==> config.mk <==
export PLATFORM = sky130hd
export DESIGN_NAME = adc_control_status_logic
export DESIGN_NICKNAME = d
export VERILOG_FILES = /design/src/design/adc_ctl_pkg.sv /design/src/design/trig_edge.sv /design/src/design/adc_control_status_logic.sv
export SDC_FILE = /design/constraint.sdc
export NUM_CORES = 1
export LEC_CHECK = 0
export CORE_MARGIN = 5
export CORE_UTILIZATION = 45
export DETAILED_ROUTE_END_ITERATION = 8
export DONT_BUFFER_PORTS = 1
export PLACE_DENSITY = 0.71
export SLEW_MARGIN = 40
export SYNTH_ARGS = -nofsm -noshare
export SYNTH_HDL_FRONTEND = slang
export SYNTH_HIERARCHICAL = 1
export SYNTH_SLANG_ARGS = --single-unit
==> constraint.sdc <==
create_clock -name CLK_SYS -period 1.7 [get_ports CLK_SYS]
set_input_delay 0.34 -clock CLK_SYS [delete_from_list [all_inputs] [get_ports CLK_SYS]]
set_output_delay 0.34 -clock CLK_SYS [all_outputs]
set_load 0.02 [all_outputs]
==> src/design/adc_ctl_pkg.sv <==
// Package for the converter control/status block: register map, field
// positions, reset values and sequencer states.
// Assumes a single 40 MHz system clock and an 8-bit register port.
package adc_ctl_pkg;

  // Register port geometry
  localparam int          ADDR_W   = 4;
  localparam int          DATA_W   = 8;
  localparam int          CH_W     = 3;

  // Register offset of the control/status register
  localparam logic [3:0]  CTRL_STATUS_OFFSET = 4'h0;

  // Field positions inside the control/status register
  localparam int          FLAG_BIT  = 7;
  localparam int          IE_BIT    = 6;
  localparam int          START_BIT = 5;
  localparam int          SCAN_BIT  = 4;

  // Reset values of the fields
  localparam logic        FLAG_RESET  = 1'b0;
  localparam logic        IE_RESET    = 1'b0;
  localparam logic        START_RESET = 1'b0;
  localparam logic        SCAN_RESET  = 1'b0;
  localparam logic [3:0]  RSVD_VALUE  = 4'h0;
  localparam logic [7:0]  READ_IDLE   = 8'h00;

  // Control/status register image, bit 7 first
  typedef struct packed {
    logic       conv_end_flag;
    logic       conv_end_irq_enable;
    logic       conv_start_bit;
    logic       scan_mode;
    logic [3:0] rsvd;
  } ctrl_status_t;

  // Request towards the analog converter core
  typedef struct packed {
    logic            go;
    logic            abort;
    logic [CH_W-1:0] channel;
  } conv_req_t;

  // Sequencer states
  typedef enum logic [1:0] {
    SEQ_IDLE,
    SEQ_LAUNCH,
    SEQ_WAIT
  } seq_state_t;

endpackage

==> src/design/trig_edge.sv <==
// Edge detector for a conversion trigger input; gives a one-cycle pulse.
// Assumes the input is already synchronous to the system clock.
`timescale 1ns/1ps
module trig_edge #(
  parameter bit FALLING = 1'b1
) (
  input  wire logic clk,       // System clock
  input  wire logic resetn,    // Asynchronous reset, active low
  input  wire logic level_in,  // Trigger level
  output logic      pulse      // One-cycle pulse on the chosen edge
);

  logic prev;
  wire  logic hit;

  // Falling or rising edge depending on the parameter
  assign hit = FALLING ? (prev & ~level_in) : (~prev & level_in);

  // Previous level and registered pulse; idle level assumed inactive
  always_ff @(posedge clk or negedge resetn) begin
    if (!resetn) begin
      prev  <= FALLING;
      pulse <= 1'b0;
    end else begin
      prev  <= level_in;
      pulse <= hit;
    end
  end

endmodule

==> src/design/adc_control_status_logic.sv <==
// Control and status logic of an on-chip A/D converter: one 8-bit
// control/status register, trigger handling and the channel sequencer.
// Assumes an analog core that takes a go pulse with a channel number and
// answers with a one-cycle done pulse; all inputs synchronous to CLK_SYS.
// Result registers, channel multiplexing and conversion timing sit in the
// analog side; this block only sequences requests and keeps the flags.
//
// Our own choices: the register offsets and strobed register access.
`timescale 1ns/1ps
module adc_control_status_logic #(
  parameter int ADDR_W = adc_ctl_pkg::ADDR_W,
  parameter int CH_W   = adc_ctl_pkg::CH_W
) (
  input  wire logic                  CLK_SYS,               // System clock, 40 MHz
  input  wire logic                  RESETN,                // Async reset, active low
  input  wire logic [ADDR_W-1:0]     ADDR,                  // Register address
  input  wire logic [7:0]            WDATA,                 // Write data
  input  wire logic                  WR,                    // Write strobe
  input  wire logic                  RD,                    // Read strobe
  output logic      [7:0]            RDATA,                 // Read data, cycle after RD
  input  wire logic                  TIMER_CONV_TRIGGER,    // Timer start pulse
  input  wire logic                  EXT_CONV_TRIGGER_PIN_N,// External trigger pin
  input  wire logic                  SW_STANDBY,            // Software standby level
  input  wire logic                  HW_STANDBY,            // Hardware standby level
  input  wire logic                  MODULE_STOP,           // Module stop level
  input  wire logic [CH_W-1:0]       SEL_CHANNEL,           // Channel / last of group
  output adc_ctl_pkg::conv_req_t     CONV_REQ,              // Request to analog core
  input  wire logic                  CONV_DONE,             // Channel conversion done
  output logic                       CONV_BUSY,             // Sequencer not idle
  input  wire logic                  DTC_ACTIVE,            // Transfer ctrl serving irq
  input  wire logic                  DTC_RESULT_READ,       // Transfer ctrl reads result
  output logic                       CONV_END_INTERRUPT     // Conversion-end request
);

  // Register fields
  logic                    conv_end_flag;
  logic                    conv_end_irq_enable;
  logic                    conv_start_bit;
  logic                    scan_mode;
  logic                    flag_read_armed;

  // Sequencer state
  adc_ctl_pkg::seq_state_t state;
  adc_ctl_pkg::seq_state_t next_state;
  logic [CH_W-1:0]         channel;
  logic [CH_W-1:0]         next_channel;
  logic                    run_scan;

  // Next values
  logic                    next_flag;
  logic                    next_start;
  logic                    next_armed;
  logic [7:0]              next_rdata;

  // Decoded strobes and events
  wire  logic              sel_reg;
  wire  logic              reg_wr;
  wire  logic              reg_rd;
  wire  logic              ext_trig_pulse;
  wire  logic              trig_start;
  wire  logic              power_stop;
  wire  logic              sw_flag_clear;
  wire  logic              dtc_flag_clear;
  wire  logic              done_seen;
  wire  logic              last_channel;
  wire  logic              single_done;
  wire  logic              scan_group_done;
  wire  logic              set_flag;
  wire  logic              start_launch;
  wire  logic              abort_now;
  wire  logic              next_ie;
  wire  logic              next_go;
  wire  logic              next_busy;
  wire  logic              next_irq;
  wire  logic [CH_W-1:0]   launch_channel;
  wire  logic [CH_W-1:0]   channel_inc;
  wire  adc_ctl_pkg::ctrl_status_t reg_image;
  wire  adc_ctl_pkg::ctrl_status_t wr_image;

  // Address decode, used for both strobes
  function automatic logic hits_reg(input logic [ADDR_W-1:0] a);
    hits_reg = (a == ADDR_W'(adc_ctl_pkg::CTRL_STATUS_OFFSET));
  endfunction

  // Sequencer is parked and free to launch
  function automatic logic seq_idle(input adc_ctl_pkg::seq_state_t s);
    seq_idle = (s == adc_ctl_pkg::SEQ_IDLE);
  endfunction

  // External trigger pin fires on its falling edge
  trig_edge #(
    .FALLING  (1'b1)
  ) u_ext_edge (
    .clk      (CLK_SYS),
    .resetn   (RESETN),
    .level_in (EXT_CONV_TRIGGER_PIN_N),
    .pulse    (ext_trig_pulse)
  );

  // Register port decode
  assign sel_reg  = hits_reg(ADDR);
  assign reg_wr   = WR & sel_reg;
  assign reg_rd   = RD & sel_reg;
  assign wr_image = adc_ctl_pkg::ctrl_status_t'(WDATA);
  assign next_ie  = reg_wr ? wr_image.conv_end_irq_enable : conv_end_irq_enable;

  // Readback image; reserved bits read as zero
  assign reg_image = '{conv_end_flag:       conv_end_flag,
                       conv_end_irq_enable: conv_end_irq_enable,
                       conv_start_bit:      conv_start_bit,
                       scan_mode:           scan_mode,
                       rsvd:                adc_ctl_pkg::RSVD_VALUE};

  // Any standby or module-stop level stops the converter
  assign power_stop = SW_STANDBY | HW_STANDBY | MODULE_STOP;

  // Hardware start sources: timer pulse or pin edge
  assign trig_start = (TIMER_CONV_TRIGGER | ext_trig_pulse) & ~power_stop;

  // Flag clear sources
  assign sw_flag_clear  = reg_wr & ~wr_image.conv_end_flag & flag_read_armed;
  assign dtc_flag_clear = DTC_ACTIVE & DTC_RESULT_READ;

  // Sequencer completion events; late done after abort is ignored
  assign done_seen       = (state == adc_ctl_pkg::SEQ_WAIT) & CONV_DONE & conv_start_bit;
  assign last_channel    = (channel == SEL_CHANNEL);
  assign single_done     = done_seen & ~run_scan;
  assign scan_group_done = done_seen & run_scan & last_channel;
  assign set_flag        = single_done | scan_group_done;

  // Launch on start bit while idle, abort when start bit falls mid-run
  assign start_launch = seq_idle(state) & conv_start_bit;
  assign abort_now    = ~seq_idle(state) & ~conv_start_bit;

  // Channel of the first launch and the step to the next one in a scan
  assign launch_channel = scan_mode ? '0 : SEL_CHANNEL;
  assign channel_inc    = CH_W'(channel + 1'b1);

  // Flag next value; a completion in the clearing cycle wins
  always_comb begin
    next_flag = conv_end_flag;
    if (sw_flag_clear || dtc_flag_clear) begin
      next_flag = 1'b0;
    end
    if (set_flag) begin
      next_flag = 1'b1;
    end
  end

  // Read-before-clear tracking: armed by reading the flag as 1
  always_comb begin
    next_armed = flag_read_armed;
    if (reg_wr) begin
      next_armed = 1'b0;
    end
    if (reg_rd) begin
      next_armed = conv_end_flag;
    end
    if (!conv_end_flag) begin
      next_armed = 1'b0;
    end
  end

  // Start bit next value: power stop, then triggers over auto-clear
  always_comb begin
    next_start = conv_start_bit;
    if (single_done) begin
      next_start = 1'b0;
    end
    if (reg_wr) begin
      next_start = wr_image.conv_start_bit;
    end
    if (trig_start) begin
      next_start = 1'b1;
    end
    if (power_stop) begin
      next_start = 1'b0;
    end
  end

  // Sequencer next state and channel
  always_comb begin
    next_state   = state;
    next_channel = channel;
    unique case (state)
      adc_ctl_pkg::SEQ_IDLE: begin
        if (start_launch) begin
          next_state   = adc_ctl_pkg::SEQ_LAUNCH;
          next_channel = launch_channel;
        end
      end
      adc_ctl_pkg::SEQ_LAUNCH: begin
        next_state = adc_ctl_pkg::SEQ_WAIT;
      end
      adc_ctl_pkg::SEQ_WAIT: begin
        if (done_seen) begin
          if (!run_scan) begin
            next_state = adc_ctl_pkg::SEQ_IDLE;
          end else begin
            next_state   = adc_ctl_pkg::SEQ_LAUNCH;
            next_channel = last_channel ? '0 : channel_inc;
          end
        end
      end
    endcase
    if (abort_now) begin
      next_state = adc_ctl_pkg::SEQ_IDLE;
    end
  end

  // Read data: register image in the cycle after an RD to the register offset, zero otherwise
  assign next_rdata = reg_rd ? reg_image : adc_ctl_pkg::READ_IDLE;

  // Output next values; the interrupt sees the enable as it stands after this edge
  assign next_go   = (next_state == adc_ctl_pkg::SEQ_LAUNCH);
  assign next_busy = ~seq_idle(next_state);
  assign next_irq  = next_flag & next_ie;

  // Conversion-end flag
  always_ff @(posedge CLK_SYS or negedge RESETN) begin
    if (!RESETN) begin
      conv_end_flag <= adc_ctl_pkg::FLAG_RESET;
    end else begin
      conv_end_flag <= next_flag;
    end
  end

  // Armed by a read that saw the flag set
  always_ff @(posedge CLK_SYS or negedge RESETN) begin
    if (!RESETN) begin
      flag_read_armed <= 1'b0;
    end else begin
      flag_read_armed <= next_armed;
    end
  end

  // Start bit
  always_ff @(posedge CLK_SYS or negedge RESETN) begin
    if (!RESETN) begin
      conv_start_bit <= adc_ctl_pkg::START_RESET;
    end else begin
      conv_start_bit <= next_start;
    end
  end

  // Interrupt enable
  always_ff @(posedge CLK_SYS or negedge RESETN) begin
    if (!RESETN) begin
      conv_end_irq_enable <= adc_ctl_pkg::IE_RESET;
    end else begin
      conv_end_irq_enable <= next_ie;
    end
  end

  // Scan mode select
  always_ff @(posedge CLK_SYS or negedge RESETN) begin
    if (!RESETN) begin
      scan_mode <= adc_ctl_pkg::SCAN_RESET;
    end else if (reg_wr) begin
      scan_mode <= wr_image.scan_mode;
    end
  end

  // Sequencer state
  always_ff @(posedge CLK_SYS or negedge RESETN) begin
    if (!RESETN) begin
      state <= adc_ctl_pkg::SEQ_IDLE;
    end else begin
      state <= next_state;
    end
  end

  // Channel being converted
  always_ff @(posedge CLK_SYS or negedge RESETN) begin
    if (!RESETN) begin
      channel <= '0;
    end else begin
      channel <= next_channel;
    end
  end

  // Mode latched at launch so a stray change mid-run is harmless
  always_ff @(posedge CLK_SYS or negedge RESETN) begin
    if (!RESETN) begin
      run_scan <= 1'b0;
    end else if (start_launch) begin
      run_scan <= scan_mode;
    end
  end

  // Read data
  always_ff @(posedge CLK_SYS or negedge RESETN) begin
    if (!RESETN) begin
      RDATA <= adc_ctl_pkg::READ_IDLE;
    end else begin
      RDATA <= next_rdata;
    end
  end

  // Request to the analog core
  always_ff @(posedge CLK_SYS or negedge RESETN) begin
    if (!RESETN) begin
      CONV_REQ <= '0;
    end else begin
      CONV_REQ.go      <= next_go;
      CONV_REQ.abort   <= abort_now;
      CONV_REQ.channel <= next_channel;
    end
  end

  // Busy level
  always_ff @(posedge CLK_SYS or negedge RESETN) begin
    if (!RESETN) begin
      CONV_BUSY <= 1'b0;
    end else begin
      CONV_BUSY <= next_busy;
    end
  end

  // Conversion-end interrupt request
  always_ff @(posedge CLK_SYS or negedge RESETN) begin
    if (!RESETN) begin
      CONV_END_INTERRUPT <= 1'b0;
    end else begin
      CONV_END_INTERRUPT <= next_irq;
    end
  end

endmodule

==> metrics.md <==
| Metric | Value |
|---|---|
| Routed via count | `~750` |
| Max_cap viols | `0` |
| DIE AREA | `around 3400 um^2` |
| Synth Cell Area | `1070 um^2` |
| Max Root-Sink Buffers | `2` |
| Synthesis-to-layout area growth | `10.2%` |
| Footprint of the multi-input gates | `490 um^2` |
| Post-synth top area share | `0.469` |
| RSZ-0062 raised after global routing | `no` |
| Initial antenna violation count | `0` |
| Worst-skew pair later-pin latency | `0.30 ns` |
| IO buf count | `0` |
| Critical Path AT | `1.80 ns` |
| Worst Hold Path EP | `u_ext_edge/pulse` |
| Min-Delay Path Depth | `1` |
| Final setup vio count | `0` |
| Critical R2R Launch | `state[0]` |
| Status | `complete, no violations` |
| Synth area leaders | `dfrtp_1 (47%), ha_1 (4.7%), nand2_1 (3.2%)` |
| Reg2Reg Setup Slack | `between 0.1 and 0.15 ns` |
| H-tree depth | `1` |
| WP buf/inv | `1` |
| Grt ovf | `0` |
| CTS buffer count | `3` |
| Via/cell ratio | `5.53` |
| Crit-path slowest cell | `dfrtp_1` |
| Largest net degree at the start of global routing | `22` |
| DIE WIDTH | `58.7 um` |
| Lkg Pwr | `0.574 nW` |
| Antenna diodes | `0` |
| Row count | `17` |
| Root buffer cell | `clkbuf_4` |
| Worst Min Path Start | `EXT_CONV_TRIGGER_PIN_N` |
| Synth Flop Type | `dfrtp_1` |
| Drt pass-1 iters | `4` |
| Period utilization | `0.932` |
| Final GP Congestion | `roughly 0.81` |
| CTS tree | `built` |
| DR WL/cell | `15.3 um` |
| Register area share after synthesis | `0.494` |
| Final Max Slew Viols | `0` |
| Fin nets | `139` |
| Critical-path cell list | `inv_1, ha_2, o21ai_0, a221o_1, nor3b_1` |
| CP max FO | `8` |
| CP endpoint kind | `register` |
| DP Wirelength | `1600 um` |
| Placed cell count | `128` |
| Layout cells sized above 1 | `0.234` |
| Hold WC Path Type | `in2reg` |
| Final hold vios | `0` |
| Worst vdd ir | `1030 uV` |
| Vias in the first global route | `between 700 and 800` |
| Final WL | `2070 um` |
| PD cells | `1300 nW/um^2` |
| Final ANT Viol Nets | `0` |
| Storage cell area | `527 um^2` |
| Global-route wire length before repair | `3440 um` |
| Crit-path max cell delay | `0.43 ns` |
| # Post-CTS Setup Buffers | `0` |
| Skew final | `between 0.003 and 0.004 ns` |
| Violation count after the first detailed-routing iteration | `11` |
| Asr flop ratio synth | `1.00` |
| Fillers | `slightly above 200` |
| Reg2reg path depth | `5` |
| Core area | `around 2200 um^2` |
| Initial Util | `0.478` |
| Ports | `42` |
| CP Launch Type | `register` |
| Critical Path RT | `1.92 ns` |
| Reg-to-Reg End | `CONV_REQ[4]` |
| Cell taking the most area after synthesis | `dfrtp_1` |
| Number of flops mapped to enable cells by yosys | `0` |
| Crit path time final | `1.59 ns` |
| Cells after Synth | `between 90 and 100` |
| Critical path type | `reg2reg` |
| Maximum clock rate | `0.631 GHz` |
| Clk slew on worst S/H paths | `roughly 0.11 ns` |
| Synth cell types | `41` |
| Sink Count | `21` |
| Ys Warns | `6` |
| Setup TNS | `0 ns` |
| Critical path's top delay family | `compound AO/OA/AOI/OAI gates` |
| Post-Layout Cell Count | `135` |
| # DRC | `0` |
| Tot GR Track Use | `0.133` |
| Die height | `58.7 um` |
| CP startpoint | `state[0]` |
| Avg Inst Size Synth | `11.0 um^2` |
| Yosys reg bits | `21` |
[power breakdown]
| part | total [mW] | internal, mW | switching, mW |
|---|---|---|---|
| logic | 0.575 | 0.253 | 0.321 |
| clock network | 0.237 | 0.0879 | 0.149 |
| registers | 0.719 | 0.608 | 0.112 |
| total | 1.53 | 0.949 | 0.582 |
[final cells by class]
cell class              count  area share
repair buffers              9      0.0596
inverters                   7      0.0223
clock buffers               3      0.0191
flip-flops and latches     21       0.448
well taps                  28      0.0298
multi-input cells          66       0.417
clock inverters             1     0.00426
[layer usage]
metal	global-route usage	wire length [um]
met5	0	0
met2	0.204	1030
met4	0.0615	26
met1	0.157	825
met3	0.0636	184
[Yosys cell counts, drive strengths merged (2+ instances only)]
master / number
a221o: 2
a31oi: 2
and3: 5
buf: 6
dfrtp: 20
ha: 4
inv: 7
mux2: 3
nand2: 10
nand3b: 2
nor2: 5
nor4: 2
o21ai: 3
o31ai: 2
xor2: 3
[per-stage QoR]
stage / power (mW) / instance area, um^2 / setup WS (ns) / hold WS (ns) / utilization
after floorplan: 1.13 / 1080 / 0.239 / 0.0444 / -
after global placement: 1.26 / 1120 / 0.127 / 0.0449 / 0.501
after detailed placement: 1.28 / 1120 / 0.107 / 0.0449 / 0.501
after CTS: 1.54 / 1160 / 0.0319 / 0.00902 / 0.518
after global routing: 1.65 / 1180 / 0.00233 / 0.0426 / 0.527
final: 1.53 / 1180 / 0.115 / 0.0719 / 0.527
[worst reg2reg max path: stages, from the launching register on]
cell	delay (ns)
dfrtp_1	0.43
inv_1	0.10
ha_2	0.25
o21ai_0	0.11
a221o_1	0.39
nor3b_1	0.21
[cell usage in the layout, fill, tap and decap left out, types with 2 or more instances in the layout]
cell	n
o31ai_1	2
and3_2	4
clkbuf_4	3
ha_2	2
dfrtp_1	20
inv_1	7
nand2_1	9
xor2_1	3
conb_1	4
o21ai_0	3
mux2_2	2
nor2_1	5
nand3b_1	2
buf_4	6
a221o_1	2
ha_1	2
dlygate4sd3_1	2
a31oi_1	2
[state kept, by name, summed over array words and instances, names as in the netlist]
register and cells:
CONV_BUSY 1, u_ext_edge/pulse 1, RDATA 4, CONV_END_INTERRUPT 1, CONV_REQ 5, u_ext_edge/prev 1, state 2, conv_end_irq_enable 1
flag_read_armed 1, scan_mode 1, run_scan 1, conv_start_bit 1, conv_end_flag 1
[cell families (layout without fill, tap and decap cells)]
logic type,after synthesis,in the layout,share of synthesized area
AO/OA/AOI/OAI,20,20,0.142
flip-flops,21,21,0.494
other,1,4,0.00351
adder cells (fa/ha/maj),4,4,0.0469
AND/OR/NAND/NOR,32,32,0.192
multiplexers,3,3,0.0352
XOR/XNOR,3,3,0.0246
buffers and inverters,13,20,0.0621
[repair_timing]
action	in CTS	in global routing
gates resized for setup	0	2
setup endpoints to repair	0	1
endpoints found under the hold margin	21	21
hold buffers	1	2
[how the worst max path moves through the flow]
stage | end | slack (ns) | depth (start not counted)
2_1_floorplan | CONV_REQ[2] | 0.24 | 7
3_3_place_gp | CONV_REQ[4] | 0.13 | 5
3_5_place_dp | CONV_REQ[4] | 0.11 | 5
4_1_cts | CONV_REQ[4] | 0.03 | 5
5_1_grt | CONV_REQ[4] | 0.002 | 5
6_report | CONV_REQ[4] | 0.11 | 5
No activity file was read; power rests on OpenSTA's default activity.
